[config.mk]
export PLATFORM = sky130hd
export DESIGN_NAME = front_panel_select_indicator
export DESIGN_NICKNAME = d
export VERILOG_FILES = /design/src/verilog/front_panel_pkg.sv /design/src/verilog/front_panel_select_indicator.sv
export VERILOG_INCLUDE_DIRS = /design/src /design/src/verilog
export SDC_FILE = /design/constraint.sdc
export NUM_CORES = 1
export LEC_CHECK = 0
export BUFFER_PORTS_ARGS = -buffer_cell sky130_fd_sc_hd__clkbuf_2
export CORE_AREA = 2 2 121 123
export CTS_BUF_LIST = sky130_fd_sc_hd__clkbuf_16
export DETAILED_ROUTE_END_ITERATION = 10
export DIE_AREA = 0 0 123 125
export MAX_ROUTING_LAYER = met4
export PLACE_DENSITY = 0.75
export SLEW_MARGIN = 30
export SYNTH_ARGS = -nofsm -noshare
export SYNTH_HDL_FRONTEND = slang
export SYNTH_SLANG_ARGS = --single-unit
[constraint.sdc]
create_clock -name i_clk_sys -period 5.09 [get_ports i_clk_sys]
set_clock_uncertainty 0.05 [all_clocks]
set_input_delay 1.018 -clock i_clk_sys [delete_from_list [all_inputs] [get_ports i_clk_sys]]
set_output_delay 1.018 -clock i_clk_sys [all_outputs]
set_load 0.03 [all_outputs]
[src/verilog/front_panel_regs.svh]
`ifndef FRONT_PANEL_REGS_SVH
`define FRONT_PANEL_REGS_SVH

// register byte offsets
`define FP_CTRL_OFS      8'h00
`define FP_VSEL_OFS      8'h04
`define FP_ASEL_OFS      8'h08
`define FP_FWVER_OFS     8'h0c
`define FP_STATUS_OFS    8'h10

// control register fields
`define FP_CTRL_AUTO     0
`define FP_CTRL_DVI      1
`define FP_CTRL_REBOOT   2

// firmware version fields, one nibble per digit, top LED first
`define FP_FW_D0_LSB     0
`define FP_FW_D1_LSB     4
`define FP_FW_D2_LSB     8

// status register fields
`define FP_ST_VID_LSB    0
`define FP_ST_AUD_LSB    4
`define FP_ST_EMBED      8
`define FP_ST_PASS       9
`define FP_ST_BUSY       10
`define FP_ST_SEARCH     11

// reset values
`define FP_CTRL_RST      32'h0000_0000
`define FP_FWVER_RST     12'h101
`define FP_VSEL_RST      3'h0
`define FP_ASEL_RST      3'h3

// timing, in megahertz, microseconds and milliseconds
`define FP_CLK_MHZ       250
`define FP_TICK_US       1000
`define FP_ALL_ON_MS     1000
`define FP_GAP_MS        1000
`define FP_DIGIT_ON_MS   250
`define FP_DIGIT_OFF_MS  250
`define FP_ALL_OFF_MS    500
`define FP_SLOW_MS       500
`define FP_BLINK_MS      1000
`define FP_PAUSE_MS      900
`define FP_FAST_BIT      7

`endif

[src/verilog/front_panel_pkg.sv]
package front_panel_pkg;

   // startup sequence, gray coded along the path
   typedef enum logic [2:0] {
      ST_WP_BLINK = 3'b000,
      ST_ALL_ON   = 3'b001,
      ST_GAP      = 3'b011,
      ST_DIGIT    = 3'b010,
      ST_ALL_OFF  = 3'b110,
      ST_RUN      = 3'b111
   } boot_state_t;

   // video port codes, in button order
   typedef enum logic [2:0] {
      VID_VGA  = 3'h0,
      VID_HDMI = 3'h1,
      VID_DP   = 3'h2,
      VID_DVID = 3'h3,
      VID_DVIA = 3'h4
   } video_port_t;

   // audio port codes; digital code + 1 equals its video port code
   typedef enum logic [2:0] {
      AUD_HDMI = 3'h0,
      AUD_DP   = 3'h1,
      AUD_DVID = 3'h2,
      AUD_AN1  = 3'h3,
      AUD_AN2  = 3'h4
   } audio_port_t;

   // link detector modes
   typedef enum logic [1:0] {
      LINK_NONE  = 2'h0,
      LINK_LOWPW = 2'h1,
      LINK_ETH   = 2'h2,
      LINK_FULL  = 2'h3
   } link_mode_t;

   // signal detector inputs
   typedef struct packed {
      logic [4:0] video_valid;
      logic [4:0] audio_valid;
      logic       video_4k;
      logic       hdcp_on;
      link_mode_t link_mode;
   } detect_t;

   // front panel LEDs, active high
   typedef struct packed {
      logic [4:0] video;
      logic [4:0] audio;
      logic       hdcp;
      logic       auto_sel;
      logic       twisted_pair_link_led;
   } led_t;

   // what reaches the transmitted output
   typedef struct packed {
      video_port_t video;
      audio_port_t audio;
      logic        embed;
      logic        passthrough;
   } route_t;

endpackage

[src/verilog/front_panel_select_indicator.sv]
`timescale 1ns/10ps
`include "front_panel_regs.svh"
module front_panel_select_indicator #(
   parameter int unsigned CYCLES_PER_MS = `FP_TICK_US * `FP_CLK_MHZ,
   parameter bit          WALL_PLATE    = 1'b0
) (
   input  wire logic                     i_clk_sys,
   input  wire logic                     i_rst,
   input  wire logic                     i_hsel,
   input  wire logic [31:0]              i_haddr,
   input  wire logic [1:0]               i_htrans,
   input  wire logic                     i_hwrite,
   input  wire logic [2:0]               i_hsize,
   input  wire logic [31:0]              i_hwdata,
   input  wire logic                     i_hready,
   output logic      [31:0]              o_hrdata,
   output logic                          o_hreadyout,
   output logic                          o_hresp,
   input  wire logic                     i_btn_video_n,
   input  wire front_panel_pkg::detect_t i_detect,
   output front_panel_pkg::led_t         o_led,
   output front_panel_pkg::route_t       o_route
);
   import front_panel_pkg::*;

   localparam int unsigned DETW = $bits(detect_t);

   // a tick needs two cycles at least, and the prescaler counts in 20 bits;
   // refuse anything else while the design is built, not when it runs
   if (CYCLES_PER_MS < 2 || CYCLES_PER_MS > (1 << 20)) begin : g_cpm_check
      $error("CYCLES_PER_MS out of range");
   end

   // ---------------- pin synchronisers ----------------
   logic [DETW-1:0] det_meta_reg;
   logic [DETW-1:0] det_sync_reg;
   logic [2:0]      btn_reg;      // [0] meta, [1] sync, [2] previous
   detect_t         det;

   always_ff @(posedge i_clk_sys or posedge i_rst) begin
      if (i_rst) begin
         det_meta_reg <= '0;
         det_sync_reg <= '0;
         btn_reg      <= 3'h7;
      end else begin
         det_meta_reg <= i_detect;
         det_sync_reg <= det_meta_reg;
         btn_reg      <= {btn_reg[1:0], i_btn_video_n};
      end
   end
   assign det = detect_t'(det_sync_reg);
   // press is the falling edge of the synced button; no debounce, the pin is assumed clean
   wire btn_press = btn_reg[2] & ~btn_reg[1];

   // ---------------- millisecond tick and blink phases ----------------
   logic [19:0] pre_reg;
   logic [9:0]  blink_ms_reg;
   wire         tick = (pre_reg == 20'(CYCLES_PER_MS - 1));

   // one shared tick keeps every blink in step, so video and auto LEDs blink together
   always_ff @(posedge i_clk_sys or posedge i_rst) begin
      if (i_rst) begin
         pre_reg      <= 20'h0;
         blink_ms_reg <= 10'h0;
      end else begin
         pre_reg      <= tick ? 20'h0 : pre_reg + 20'h1;
         if (tick) begin
            blink_ms_reg <= (blink_ms_reg == 10'(`FP_BLINK_MS - 1)) ? 10'h0 : blink_ms_reg + 10'h1;
         end
      end
   end
   wire slow_on  = (blink_ms_reg < 10'(`FP_SLOW_MS));
   wire fast_on  = blink_ms_reg[`FP_FAST_BIT];
   wire pause_on = (blink_ms_reg < 10'(`FP_PAUSE_MS));

   // ---------------- bus slave ----------------
   logic        wr_pend_reg;
   logic [7:0]  wr_addr_reg;
   logic [31:0] ctrl_reg;
   logic [11:0] fwver_reg;
   logic [2:0]  vsel_reg;
   logic [2:0]  asel_reg;
   logic        auto_reg;

   wire addr_phase = i_hsel & i_htrans[1] & i_hready;
   wire rd_req     = addr_phase & ~i_hwrite;
   wire wr_ctrl    = wr_pend_reg & (wr_addr_reg == `FP_CTRL_OFS);
   wire wr_vsel    = wr_pend_reg & (wr_addr_reg == `FP_VSEL_OFS);
   wire wr_asel    = wr_pend_reg & (wr_addr_reg == `FP_ASEL_OFS);
   wire wr_fwver   = wr_pend_reg & (wr_addr_reg == `FP_FWVER_OFS);
   wire reboot     = wr_ctrl & i_hwdata[`FP_CTRL_REBOOT];

   assign o_hreadyout = 1'b1;   // zero wait state, always OKAY
   assign o_hresp     = 1'b0;

   // write address is held until the data phase, when hwdata is valid
   always_ff @(posedge i_clk_sys or posedge i_rst) begin
      if (i_rst) begin
         wr_pend_reg <= 1'b0;
         wr_addr_reg <= 8'h0;
      end else begin
         wr_pend_reg <= addr_phase & i_hwrite;
         wr_addr_reg <= i_haddr[7:0];
      end
   end

   // software-owned settings; reboot is a self-clearing strobe
   always_ff @(posedge i_clk_sys or posedge i_rst) begin
      if (i_rst) begin
         ctrl_reg  <= `FP_CTRL_RST;
         fwver_reg <= `FP_FWVER_RST;
      end else begin
         if (wr_ctrl) begin
            ctrl_reg <= {30'h0, i_hwdata[`FP_CTRL_DVI], 1'b0};
         end
         if (wr_fwver) begin
            fwver_reg <= i_hwdata[11:0];
         end
      end
   end
   wire dvi_mode = ctrl_reg[`FP_CTRL_DVI];

   // ---------------- input selection ----------------
   boot_state_t state_reg;
   wire         running = (state_reg == ST_RUN);

   // first valid port, lowest code first; with no valid port the pick stays at vsel_reg
   logic [2:0] auto_pick;
   always_comb begin
      auto_pick = vsel_reg;
      for (int i = 4; i >= 0; i--) begin
         if (det.video_valid[i]) begin
            auto_pick = 3'(i);
         end
      end
   end
   wire any_video = |det.video_valid;

   // button walks VGA..DVI-A, then auto, then wraps; remote writes win over a press in the same cycle
   always_ff @(posedge i_clk_sys or posedge i_rst) begin
      if (i_rst) begin
         vsel_reg <= `FP_VSEL_RST;
         asel_reg <= `FP_ASEL_RST;
         auto_reg <= 1'b0;
      end else begin
         if (wr_vsel) begin
            vsel_reg <= (i_hwdata[2:0] > VID_DVIA) ? vsel_reg : i_hwdata[2:0];
         end else if (wr_ctrl) begin
            auto_reg <= i_hwdata[`FP_CTRL_AUTO];
         end else if (btn_press && running) begin
            if (auto_reg) begin
               auto_reg <= 1'b0;
               vsel_reg <= VID_VGA;
            end else if (vsel_reg == VID_DVIA) begin
               auto_reg <= 1'b1;
            end else begin
               vsel_reg <= vsel_reg + 3'h1;
            end
         end else if (auto_reg && any_video) begin
            vsel_reg <= auto_pick;
         end
         if (wr_asel && i_hwdata[2:0] <= AUD_AN2) begin
            asel_reg <= i_hwdata[2:0];
         end
      end
   end

   // ---------------- audio embedding ----------------
   wire [2:0] vid_now  = vsel_reg;
   wire       analog   = (asel_reg >= AUD_AN1);
   wire       pair_ok  = analog | ((asel_reg + 3'h1) == vid_now);
   wire       aud_act  = det.audio_valid[asel_reg];
   wire       pass_4k  = analog & det.video_4k;
   wire       embed    = aud_act & pair_ok & ~pass_4k & ~dvi_mode;
   wire       search   = auto_reg & ~any_video;

   route_t route_next;
   always_comb begin
      route_next.video       = video_port_t'(vid_now);
      route_next.audio       = audio_port_t'(asel_reg);
      route_next.embed       = embed;
      route_next.passthrough = pass_4k;
   end

   // ---------------- normal-run LED pattern ----------------
   led_t run_led;
   always_comb begin
      for (int i = 0; i < 5; i++) begin
         run_led.video[i] = search ? slow_on :
                            ((vid_now == 3'(i)) & det.video_valid[i]);
         if (asel_reg != 3'(i)) begin
            run_led.audio[i] = 1'b0;
         end else if (!aud_act) begin
            run_led.audio[i] = slow_on;
         end else if (pass_4k) begin
            run_led.audio[i] = fast_on;
         end else if (!embed) begin
            run_led.audio[i] = pause_on;
         end else begin
            run_led.audio[i] = 1'b1;
         end
      end
      run_led.hdcp     = det.hdcp_on;
      run_led.auto_sel = auto_reg & (search ? slow_on : 1'b1);
      unique case (det.link_mode)
         LINK_NONE:  run_led.twisted_pair_link_led = 1'b0;
         LINK_LOWPW: run_led.twisted_pair_link_led = slow_on;
         LINK_ETH:   run_led.twisted_pair_link_led = fast_on;
         LINK_FULL:  run_led.twisted_pair_link_led = 1'b1;
      endcase
   end

   // ---------------- start-up sequence ----------------
   logic [10:0] seq_ms_reg;
   logic [1:0]  dig_idx_reg;
   logic [3:0]  blinks_reg;

   wire [3:0]  digit    = (dig_idx_reg == 2'h0) ? fwver_reg[`FP_FW_D0_LSB +: 4] :
                          (dig_idx_reg == 2'h1) ? fwver_reg[`FP_FW_D1_LSB +: 4] :
                                                  fwver_reg[`FP_FW_D2_LSB +: 4];
   wire [3:0]  need     = (state_reg == ST_WP_BLINK) ? 4'h2 :
                          ((digit == 4'h0) ? 4'h1 : digit);   // a zero digit still takes one dark slot
   wire        slot_end = tick & (seq_ms_reg == 11'(`FP_DIGIT_ON_MS + `FP_DIGIT_OFF_MS - 1));
   wire        last_bl  = ((blinks_reg + 4'h1) == need);
   wire        blink_on = (seq_ms_reg < 11'(`FP_DIGIT_ON_MS));

   logic [10:0] hold_ms;
   always_comb begin
      unique case (state_reg)
         ST_ALL_ON:  hold_ms = 11'(`FP_ALL_ON_MS - 1);
         ST_GAP:     hold_ms = 11'(`FP_GAP_MS - 1);
         ST_ALL_OFF: hold_ms = 11'(`FP_ALL_OFF_MS - 1);
         default:    hold_ms = 11'(`FP_DIGIT_ON_MS + `FP_DIGIT_OFF_MS - 1);
      endcase
   end
   wire hold_end = tick & (seq_ms_reg == hold_ms);

   // reset and a software reboot both replay the sequence; a reboot keeps vsel_reg and asel_reg, but auto_reg takes bit 0 of its write
   always_ff @(posedge i_clk_sys or posedge i_rst) begin
      if (i_rst) begin
         state_reg   <= WALL_PLATE ? ST_WP_BLINK : ST_ALL_ON;
         seq_ms_reg  <= 11'h0;
         dig_idx_reg <= 2'h0;
         blinks_reg  <= 4'h0;
      end else if (reboot) begin
         state_reg   <= WALL_PLATE ? ST_WP_BLINK : ST_ALL_ON;
         seq_ms_reg  <= 11'h0;
         dig_idx_reg <= 2'h0;
         blinks_reg  <= 4'h0;
      end else if (state_reg != ST_RUN) begin
         if (hold_end) begin
            seq_ms_reg <= 11'h0;
         end else if (tick) begin
            seq_ms_reg <= seq_ms_reg + 11'h1;
         end
         unique case (state_reg)
            ST_WP_BLINK: begin
               if (slot_end) begin
                  blinks_reg <= last_bl ? 4'h0 : blinks_reg + 4'h1;
                  if (last_bl) begin
                     state_reg <= ST_ALL_ON;
                  end
               end
            end
            ST_ALL_ON: begin
               if (hold_end) begin
                  state_reg <= ST_GAP;
               end
            end
            ST_GAP: begin
               if (hold_end) begin
                  state_reg <= ST_DIGIT;
               end
            end
            ST_DIGIT: begin
               if (slot_end) begin
                  blinks_reg <= last_bl ? 4'h0 : blinks_reg + 4'h1;
                  if (last_bl) begin
                     dig_idx_reg <= dig_idx_reg + 2'h1;
                     if (dig_idx_reg == 2'h2) begin
                        state_reg <= ST_ALL_OFF;
                     end
                  end
               end
            end
            ST_ALL_OFF: begin
               if (hold_end) begin
                  state_reg <= ST_RUN;
               end
            end
            default: state_reg <= ST_RUN;
         endcase
      end
   end

   // ---------------- LED mux ----------------
   led_t led_next;
   always_comb begin
      led_next = '1;
      unique case (state_reg)
         ST_WP_BLINK: begin
            led_next          = '0;
            led_next.auto_sel = blink_on;
         end
         ST_ALL_ON:  led_next = '1;
         ST_GAP:     led_next.video[2:0] = 3'h0;
         ST_DIGIT: begin
            for (int i = 0; i < 3; i++) begin
               led_next.video[i] = (dig_idx_reg == 2'(i)) & blink_on & (digit != 4'h0);
            end
         end
         ST_ALL_OFF: led_next = '0;
         ST_RUN:     led_next = run_led;
      endcase
   end

   // ---------------- status read-back ----------------
   logic [31:0] status;
   always_comb begin
      status                    = 32'h0;
      status[`FP_ST_VID_LSB +: 3] = vid_now;
      status[`FP_ST_AUD_LSB +: 3] = asel_reg;
      status[`FP_ST_EMBED]      = embed;
      status[`FP_ST_PASS]       = pass_4k;
      status[`FP_ST_BUSY]       = ~running;
      status[`FP_ST_SEARCH]     = search;
   end

   wire [7:0]  rd_ofs = i_haddr[7:0];
   wire [31:0] rd_val = (rd_ofs == `FP_CTRL_OFS)   ? {30'h0, dvi_mode, auto_reg} :
                        (rd_ofs == `FP_VSEL_OFS)   ? {29'h0, vsel_reg} :
                        (rd_ofs == `FP_ASEL_OFS)   ? {29'h0, asel_reg} :
                        (rd_ofs == `FP_FWVER_OFS)  ? {20'h0, fwver_reg} :
                        (rd_ofs == `FP_STATUS_OFS) ? status : 32'h0;

   // data, LED and route outputs come from flops; read data is caught in the address phase
   always_ff @(posedge i_clk_sys or posedge i_rst) begin
      if (i_rst) begin
         o_hrdata <= 32'h0;
         o_led    <= '0;
         o_route  <= '0;
      end else begin
         if (rd_req) begin
            o_hrdata <= rd_val;
         end
         o_led   <= led_next;
         o_route <= route_next;
      end
   end

endmodule
# After elaboration in Yosys (flattened, before gate mapping)
# Index checks and enable logic that the tools add are counted.
[word_totals]
regBits = 163
input_bits = 89
output_inout_bits = 55
word_cells = 225
[classes]
add_sub_neg = 7
n_lt_le_gt_ge = 7
n_eq_ne = 43
n_mux = 73
n_bitwise = 37
reduce_logical = 32
[ops]
columns = ["cell", "n"]
rows = [
  ["$mux 3", 22],
  ["$mux 12", 5],
  ["$mux 11", 4],
  ["$mux 4", 9],
  ["$eq 8x4->1 const B", 4],
  ["$ne 3x3->1 const B", 10],
  ["$and 1x1->1", 29],
  ["$pmux 8 s3", 1],
  ["$add 20x1->20 const B", 1],
  ["$eq 20x18->1 const B", 1],
  ["$mux 10", 2],
  ["$mux 20", 1],
  ["$mux 1", 19],
  ["$eq 8x3->1 const B", 2],
  ["$logic_not 8->1", 2],
  ["$pmux 3 s5", 1],
  ["$eq 3x2->1 const B", 4],
  ["$pmux 3 s4", 1],
  ["$reduce_bool 2->1", 6],
  ["$add 11x1->11 const B", 1],
  ["$eq 11x11->1", 1],
  ["$eq 11x9->1 const B", 1],
  ["$lt 11x8->1 const B", 1],
  ["$add 10x1->10 const B", 1],
  ["43 further kinds", 70],
]

# Longest topological paths before layout
# Gate-level depths: netlist (run 1).
[logic_depth]
ltp_word = 12
mapped_depth = 10

# Worst setup path before layout (run 1)
# No wires, ideal clock.
[synth_path]
path_kind = "register to register"
start = "register dig_idx_reg[1]"
end = "register dig_idx_reg[0]"
arrival_time_ns = 2.362
required_ns = 4.915
setup_slack_ns = 2.553
stages_incl_launch_ff = 10
path_buffers = 0
cell_sequence = "dfrtp_1 -> inv_1 -> ha_1 -> mux2_4 -> mux2i_4 -> nand2_2 -> o311ai_2 -> nand3_2 -> o31a_1 -> mux2_2"
[synth_between]
elab_chain_len = 9
word_cells_on_any_way = 10
[synth_lines]
columns = ["element", "line_no", "rtl"]
rows = [
  ["start: declaration", "front_panel_select_indicator.sv:215", "logic [1:0] dig_idx_reg;"],
  ["start signal: assignment", "front_panel_select_indicator.sv:279", "dig_idx_reg <= dig_idx_reg + 2'h1;"],
  ["$eq 2x1->1", "front_panel_select_indicator.sv:219", "(dig_idx_reg == 2'h1) ? fwver_reg[`FP_FW_D1_LSB +: 4] :"],
  ["$mux 4", "front_panel_select_indicator.sv:219", ""],
  ["$mux 4 *", "front_panel_select_indicator.sv:218", "wire [3:0] digit = (dig_idx_reg == 2'h0) ? fwver_reg[`FP_FW_D0_LSB +: 4] :"],
  ["$logic_not 4->1", "front_panel_select_indicator.sv:222", "((digit == 4'h0) ? 4'h1 : digit);"],
  ["$mux 4 *", "front_panel_select_indicator.sv:222", ""],
  ["$mux 4 *", "front_panel_select_indicator.sv:221", "wire [3:0] need = (state_reg == ST_WP_BLINK) ? 4'h2 :"],
  ["$eq 4x4->1 *", "front_panel_select_indicator.sv:224", "wire last_bl = ((blinks_reg + 4'h1) == need);"],
  ["$reduce_bool 2->1 (no source line) *", "-", ""],
  ["$reduce_and 4->1 (no source line) *", "-", ""],
]
# Mark *: on every way between the ends. The rest lies on a longest branch, timed or not.
# A chain may end at the register's enable or synchronous reset.

# Final worst setup path (run 1)
# Same ends and word-level chain as after synthesis.

==> results.json, run 1 <==
{
  "root_buffer": "clkbuf_16",
  "ys_async_sr_fraction": 1.00,
  "rows": 44,
  "rr_worst_depth": 9,
  "die_w_um": 123,
  "wl_um": 15200,
  "max_stage_delay_ns": 0.40,
  "yosys-top-cells-area": "dfrtp_1 (50%), nand2_1 (3.6%), ha_1 (3.3%), o21ai_0 (3.3%), dfstp_2 (3.1%)",
  "synthAdderAreaFrac": 0.0348,
  "place_congestion": 0.874,
  "first_pass_iters": 4,
  "crit_type": "flop to flop",
  "antenna_found_initial": 0,
  "tightest_slew_ns": 0.898,
  "power.total_w": 0.00255,
  "yosysTopAreaCell": "dfrtp_1",
  "layout_common_cells": "dfrtp_1 (135), clkbuf_2 (73), nand2_1 (65)",
  "drc": 0,
  "r2r_slack_ns": 2.24,
  "finalCriticalPeriod_ns": 2.85,
  "powerDensity_mw_per_mm2": 327,
  "crit_path_end_kind": "flop",
  "cp_cell_sequence": "inv_1, ha_1, mux2_4, mux2i_4, nand2_2, o311ai_2, nand3_2, o31a_1, mux2_2",
  "clock_sinks": 143,
  "r2r-start": "dig_idx_reg[1]",
  "timing.hold.ws_ns": 0.298,
  "dpl_cell_area_sq_mm": 0.00722,
  "p_int_w": 0.00190,
  "r2r-end": "dig_idx_reg[0]",
  "syn_avg_cell_area_sq_um": 10.8,
  "vias_per_cell": 5.59,
  "ctsResizeCount": 0,
  "ys_warn_count": 0,
  "synthCells": 627,
  "stdcell_area_sq_mm": 0.00780,
  "die_y_um": 125,
  "insertion_delay_ns": 0.44,
  "fin_setup_tns_ns": 0,
  "numCtsBuffers": 17,
  "htree_levels": 4,
  "power_frac_comb": 0.051,
  "synth_edf_count": 0,
  "initial_utilization": 0.475,
  "switching_share": 0.256,
  "synth_seq_cells": 143,
  "grt_usage": 0.217,
  "drv_cap": 0,
  "synth-simple-area-share": 0.174,
  "grt_pass1_wl_um": 25200,
  "setup_viol": 0,
  "portBuffers": 73,
  "ys_seq_area_frac": 0.531,
  "yosysTopAreaCellShare": 0.500,
  "hold_violations": 0,
  "synth_compound_area_frac": 0.121,
  "ant_nets": 0,
  "die_area_sq_mm": 0.0154,
  "layout-drive-gt1-share": 0.209,
  "timing.slew.headroom": 0.396,
  "ir_drop_v": 0.000261,
  "largest_reg_flops": 20,
  "rsz0062_at_grt": "no",
  "synth_top_family_by_area": "simple AND/OR/NAND/NOR gates",
  "tritoncts": "done",
  "area_growth_pct": 15.5,
  "crit_end": "dig_idx_reg[0]",
  "p_leak_nw": 3.43,
  "cp_max_fo": 6,
  "yosys_most_used_dff": "dfrtp_1",
  "diodes": 0,
  "dr_total_vias": 5042,
  "worstPathRequired_ns": 5.36,
  "yosysUniqueCellTypes": 70,
  "synth_mux_area_frac": 0.0485,
  "syn-cell-area_sq_mm": 0.00675,
  "drv_slew": 0,
  "avgRoutedWirePerCell_um": 16.9,
  "grt_pass1_vias": 5170,
  "grt_max_degree": 94,
  "switchingPower_w": 0.000651,
  "final_common_cell": "dfrtp_1",
  "fmax_ghz": 0.351,
  "postCtsSetupBuffers": 0,
  "cp-start-kind": "flop",
  "cp_slowest_cell": "dfrtp_1",
  "power_frac_seq": 0.467,
  "io_pins": 144,
  "synthXorXnorAreaFrac": 0.0467,
  "clk_pin_slew_ns": 0.06,
  "hp-class": "flop to flop",
  "hold_buffers": 0,
  "p_clk_frac": 0.482,
  "globalRouteOverflowTotal": 0,
  "status": "finished, final reports clean",
  "worstPathArrival_ns": 3.12,
  "coreArea_sq_mm": 0.0142,
  "hpwl_um": 10700,
  "startpoint": "dig_idx_reg[1]",
  "nets": 812,
  "drt_iter0_markers": 394,
  "finalCritPeriodShare": 0.560,
  "clock_path_buffers": 2
}
-- per-layer routing --
| layer | vias up | global-route usage | wire length (um) |
|---|---|---|---|
| met5 | - | - | 0 |
| met4 | 0 | 0.0775 | 261 |
| met3 | 26 | 0.0584 | 894 |
| met2 | 164 | 0.334 | 7490 |
| met1 | 2499 | 0.277 | 6590 |
| li1 | 2353 | - | - |
-- metrics by stage --
| step | cells | utilization | setup WS (ns) |
|---|---|---|---|
| floorplan | 647 | - | 0.197 |
| global placement | 870 | 0.508 | 2.35 |
| detailed placement | 870 | 0.508 | 2.25 |
| CTS | 902 | 0.549 | 2.26 |
| global route | 902 | 0.549 | 1.95 |
| finish | 902 | 0.549 | 2.24 |
-- kinds of logic (layout without fill, tap and decap cells) --
logic type | Yosys count | count (layout)
AND/OR/NAND/NOR | 226 | 226
flip-flops | 143 | 143
XOR/XNOR | 36 | 36
adder cells (fa/ha/maj) | 19 | 19
multiplexers | 26 | 26
AO/OA/AOI/OAI | 122 | 122
other | 2 | 22
buffers and inverters | 53 | 124
-- power by group through the flow --
stage | clock (W) | sequential (W) | combinational, W
detailed placement | 0 | 0.00121 | 0.000129
global route | 0.00129 | 0.00119 | 0.000144
floorplan | 0 | 0.00121 | 0.0000969
global placement | 0 | 0.00121 | 0.000124
CTS | 0.00124 | 0.00119 | 0.000131
finish | 0.00123 | 0.00119 | 0.000130
-- cell type report --
class	instances	area (sq um)
clock buffer	17	425
clock inverter	15	151
fill	1195	6400
inverter	17	68.8
multi-input combinational	451	2960
sequential	143	3590
tap	184	230
timing repair buffer	75	380
-- cell usage after synthesis (all sizes together), types with 3 or more instances --
cell type  count
a21o           6
a21oi         18
a221o          5
a22o           3
a22oi          7
a31oi          8
and2           7
and3          12
and4           5
buf           25
clkbuf        11
dfrtp        135
dfstp          8
ha            18
inv           17
mux2          18
mux2i          7
nand2         66
nand2b         3
nand3         19
nand4          8
nand4b         3
nor2          47
nor2b          5
nor3          15
nor3b          3
nor4          10
nor4b          5
o211ai         3
o21a           5
o21ai         46
o311ai         3
o31ai          3
or3            8
xnor2         23
xor2          13
-- critical path, delay by kind of cell (launching register included) --
family | cells | cell delay [ns]
buf+inv | 1 | 0.10
flops | 1 | 0.40
fa+ha+maj | 1 | 0.37
compound gates | 2 | 0.73
simple gates | 2 | 0.26
mux | 3 | 0.82
-- worst min path at each step --
stage	from	to	cells after the start	slack, ns
6_report	det_meta_reg[12]	det[12]	0	0.30
5_1_grt	det_meta_reg[0]	det[0]	0	0.31
4_1_cts	det_meta_reg[12]	det[12]	0	0.30
3_5_place_dp	det_meta_reg[11]	det[11]	0	0.28
3_3_place_gp	det_meta_reg[2]	det[2]	0	0.28
2_1_floorplan	det_meta_reg[0]	det[0]	0	0.28
Power figures use the tool's default switching activity.
==> run 2, diff against run 1 <==
==> constraint.sdc (replaced) <==
create_clock -name i_clk_sys -period 2.3 [get_ports i_clk_sys]
set_clock_uncertainty 0.05 [all_clocks]
set_input_delay 0.46 -clock i_clk_sys [delete_from_list [all_inputs] [get_ports i_clk_sys]]
set_output_delay 0.46 -clock i_clk_sys [all_outputs]
set_load 0.03 [all_outputs]
==> results.json, run 2 (synthesis results as in run 1) <==
{
  "status": "finished with violations",
  "violations": "negative setup slack",
  "stdcell_area_sq_mm": 0.00849,
  "hpwl_um": 11300,
  "met3_usage": 0.0392,
  "vias_per_cell": 5.63,
  "crit_type": "flop to flop",
  "dpl_cell_area_sq_mm": 0.00764,
  "busiest_layer": "met2",
  "wl_um": 16300,
  "grt_pass1_wl_um": 26200,
  "coreArea_sq_mm": 0.0142,
  "insertion_delay_ns": 0.42,
  "initial_utilization": 0.475,
  "gr-usage-met1": 0.298,
  "cp-start-kind": "flop",
  "die_area_sq_mm": 0.0154,
  "antenna_found_initial": 0,
  "tightest_slew_ns": 0.715,
  "clk_pin_slew_ns": 0.06,
  "powerDensity_mw_per_mm2": 653,
  "setup_viol": 8,
  "portBuffers": 73,
  "grt_max_degree": 56,
  "rows": 44,
  "final_cells": 960,
  "nets": 870,
  "largest_reg_flops": 20,
  "clock_sinks": 143,
  "layout-drive-gt1-share": 0.309,
  "layout_common_cells": "dfrtp_1 (134), clkbuf_2 (73), nand2_1 (63)",
  "globalRouteOverflowTotal": 0,
  "fmax_ghz": 0.404,
  "whs_path_depth": 1,
  "drt_iter0_markers": 410,
  "hp-class": "input port to flop",
  "htree_levels": 4,
  "place_inst": 919,
  "dr_total_vias": 5409,
  "dpl_worst_slack_ns": -0.121,
  "io_pins": 144,
  "cp_max_fo": 7,
  "drc": 0,
  "die_w_um": 123,
  "avgRoutedWirePerCell_um": 17.0,
  "clock_path_buffers": 2,
  "p_leak_nw": 3.73,
  "final_common_cell": "dfrtp_1",
  "worstPathArrival_ns": 2.73,
  "diodes": 0,
  "crit_path_end_kind": "flop",
  "finalCritPeriodShare": 1.08,
  "die_y_um": 125,
  "area_growth_pct": 25.7,
  "rr_worst_depth": 10,
  "first_pass_iters": 5,
  "tritoncts": "done",
  "numCtsBuffers": 17,
  "rsz0062_at_grt": "yes",
  "ant_nets": 0,
  "worstPathRequired_ns": 2.55,
  "root_buffer": "clkbuf_16",
  "hold_violations": 0,
  "layout_setup_ws_ns": -0.176,
  "place_congestion": 0.909,
  "ir_drop_v": 0.000534,
  "drv_slew": 0,
  "drv_cap": 0,
  "grt_usage": 0.224,
  "grt_util_met2": 0.346,
  "timing.slew.headroom": 0.521,
  "finalCriticalPeriod_ns": 2.48,
  "grt_pass1_vias": 5266
}
==> run 2: metal layers <==
layer	wire, um	vias to the layer above
met4	351	0
met5	0	-
met1	7090	2701
met2	8020	202
met3	868	35
li1	-	2471
==> run 2: area by class of cell <==
| cell class | instances | area (sq um) |
|---|---|---|
| clock buffer | 17 | 425 |
| clock inverter | 15 | 125 |
| fill | 1121 | 5720 |
| inverter | 17 | 70.1 |
| multi-input combinational | 451 | 3190 |
| sequential | 143 | 3590 |
| tap | 184 | 230 |
| timing repair buffer | 133 | 858 |
==> run 2: final timing paths <==
check	start	end	slack (ns)
max	dig_idx_reg[1]	dig_idx_reg[0]	-0.18
min reg2reg	det_meta_reg[2]	det[2]	0.30
max in group asynchronous	i_rst	fwver_reg[8]	1.00
min in group asynchronous	i_rst	fwver_reg[11]	0.54
max reg2reg	dig_idx_reg[1]	dig_idx_reg[0]	-0.18
min	i_btn_video_n	btn_reg[0]	0.07
==> run 2: critical path, stage by stage (launching register included) <==
cell      delay [ns]
dfrtp_1         0.36
inv_2           0.07
buf_4           0.14
ha_4            0.18
nor4bb_1        0.38
nor4_2          0.09
a21o_1          0.18
o22ai_2         0.21
nand3_2         0.12
o31a_1          0.29
mux2_2          0.28
==> run 2: metrics by stage <==
step                      utilization  hold WS (ns)  TNS (ns)  total power (W)
after floorplan                     -         0.281   -0.0104          0.00289
after global placement          0.538         0.281    -0.107          0.00297
after detailed placement        0.538         0.285    -0.773          0.00299
after CTS                       0.583        0.0519    -0.357          0.00555
after global routing            0.597        0.0531     -2.00          0.00574
final                           0.597        0.0653    -0.624          0.00554
==> run 2: where the power goes <==
part / switching [W] / internal [W]
Combinational: 0.000221 / 0.000122
Clock: 0.00108 / 0.00148
Sequential: 0.0000545 / 0.00258
==> run 2: timing repair <==
action,CTS,global route
setup endpoints to repair,19,31
resized for setup,11,36
hold buffers,1,0
hold endpoints to repair,12,0
pin swaps,7,20
setup buffers,2,6
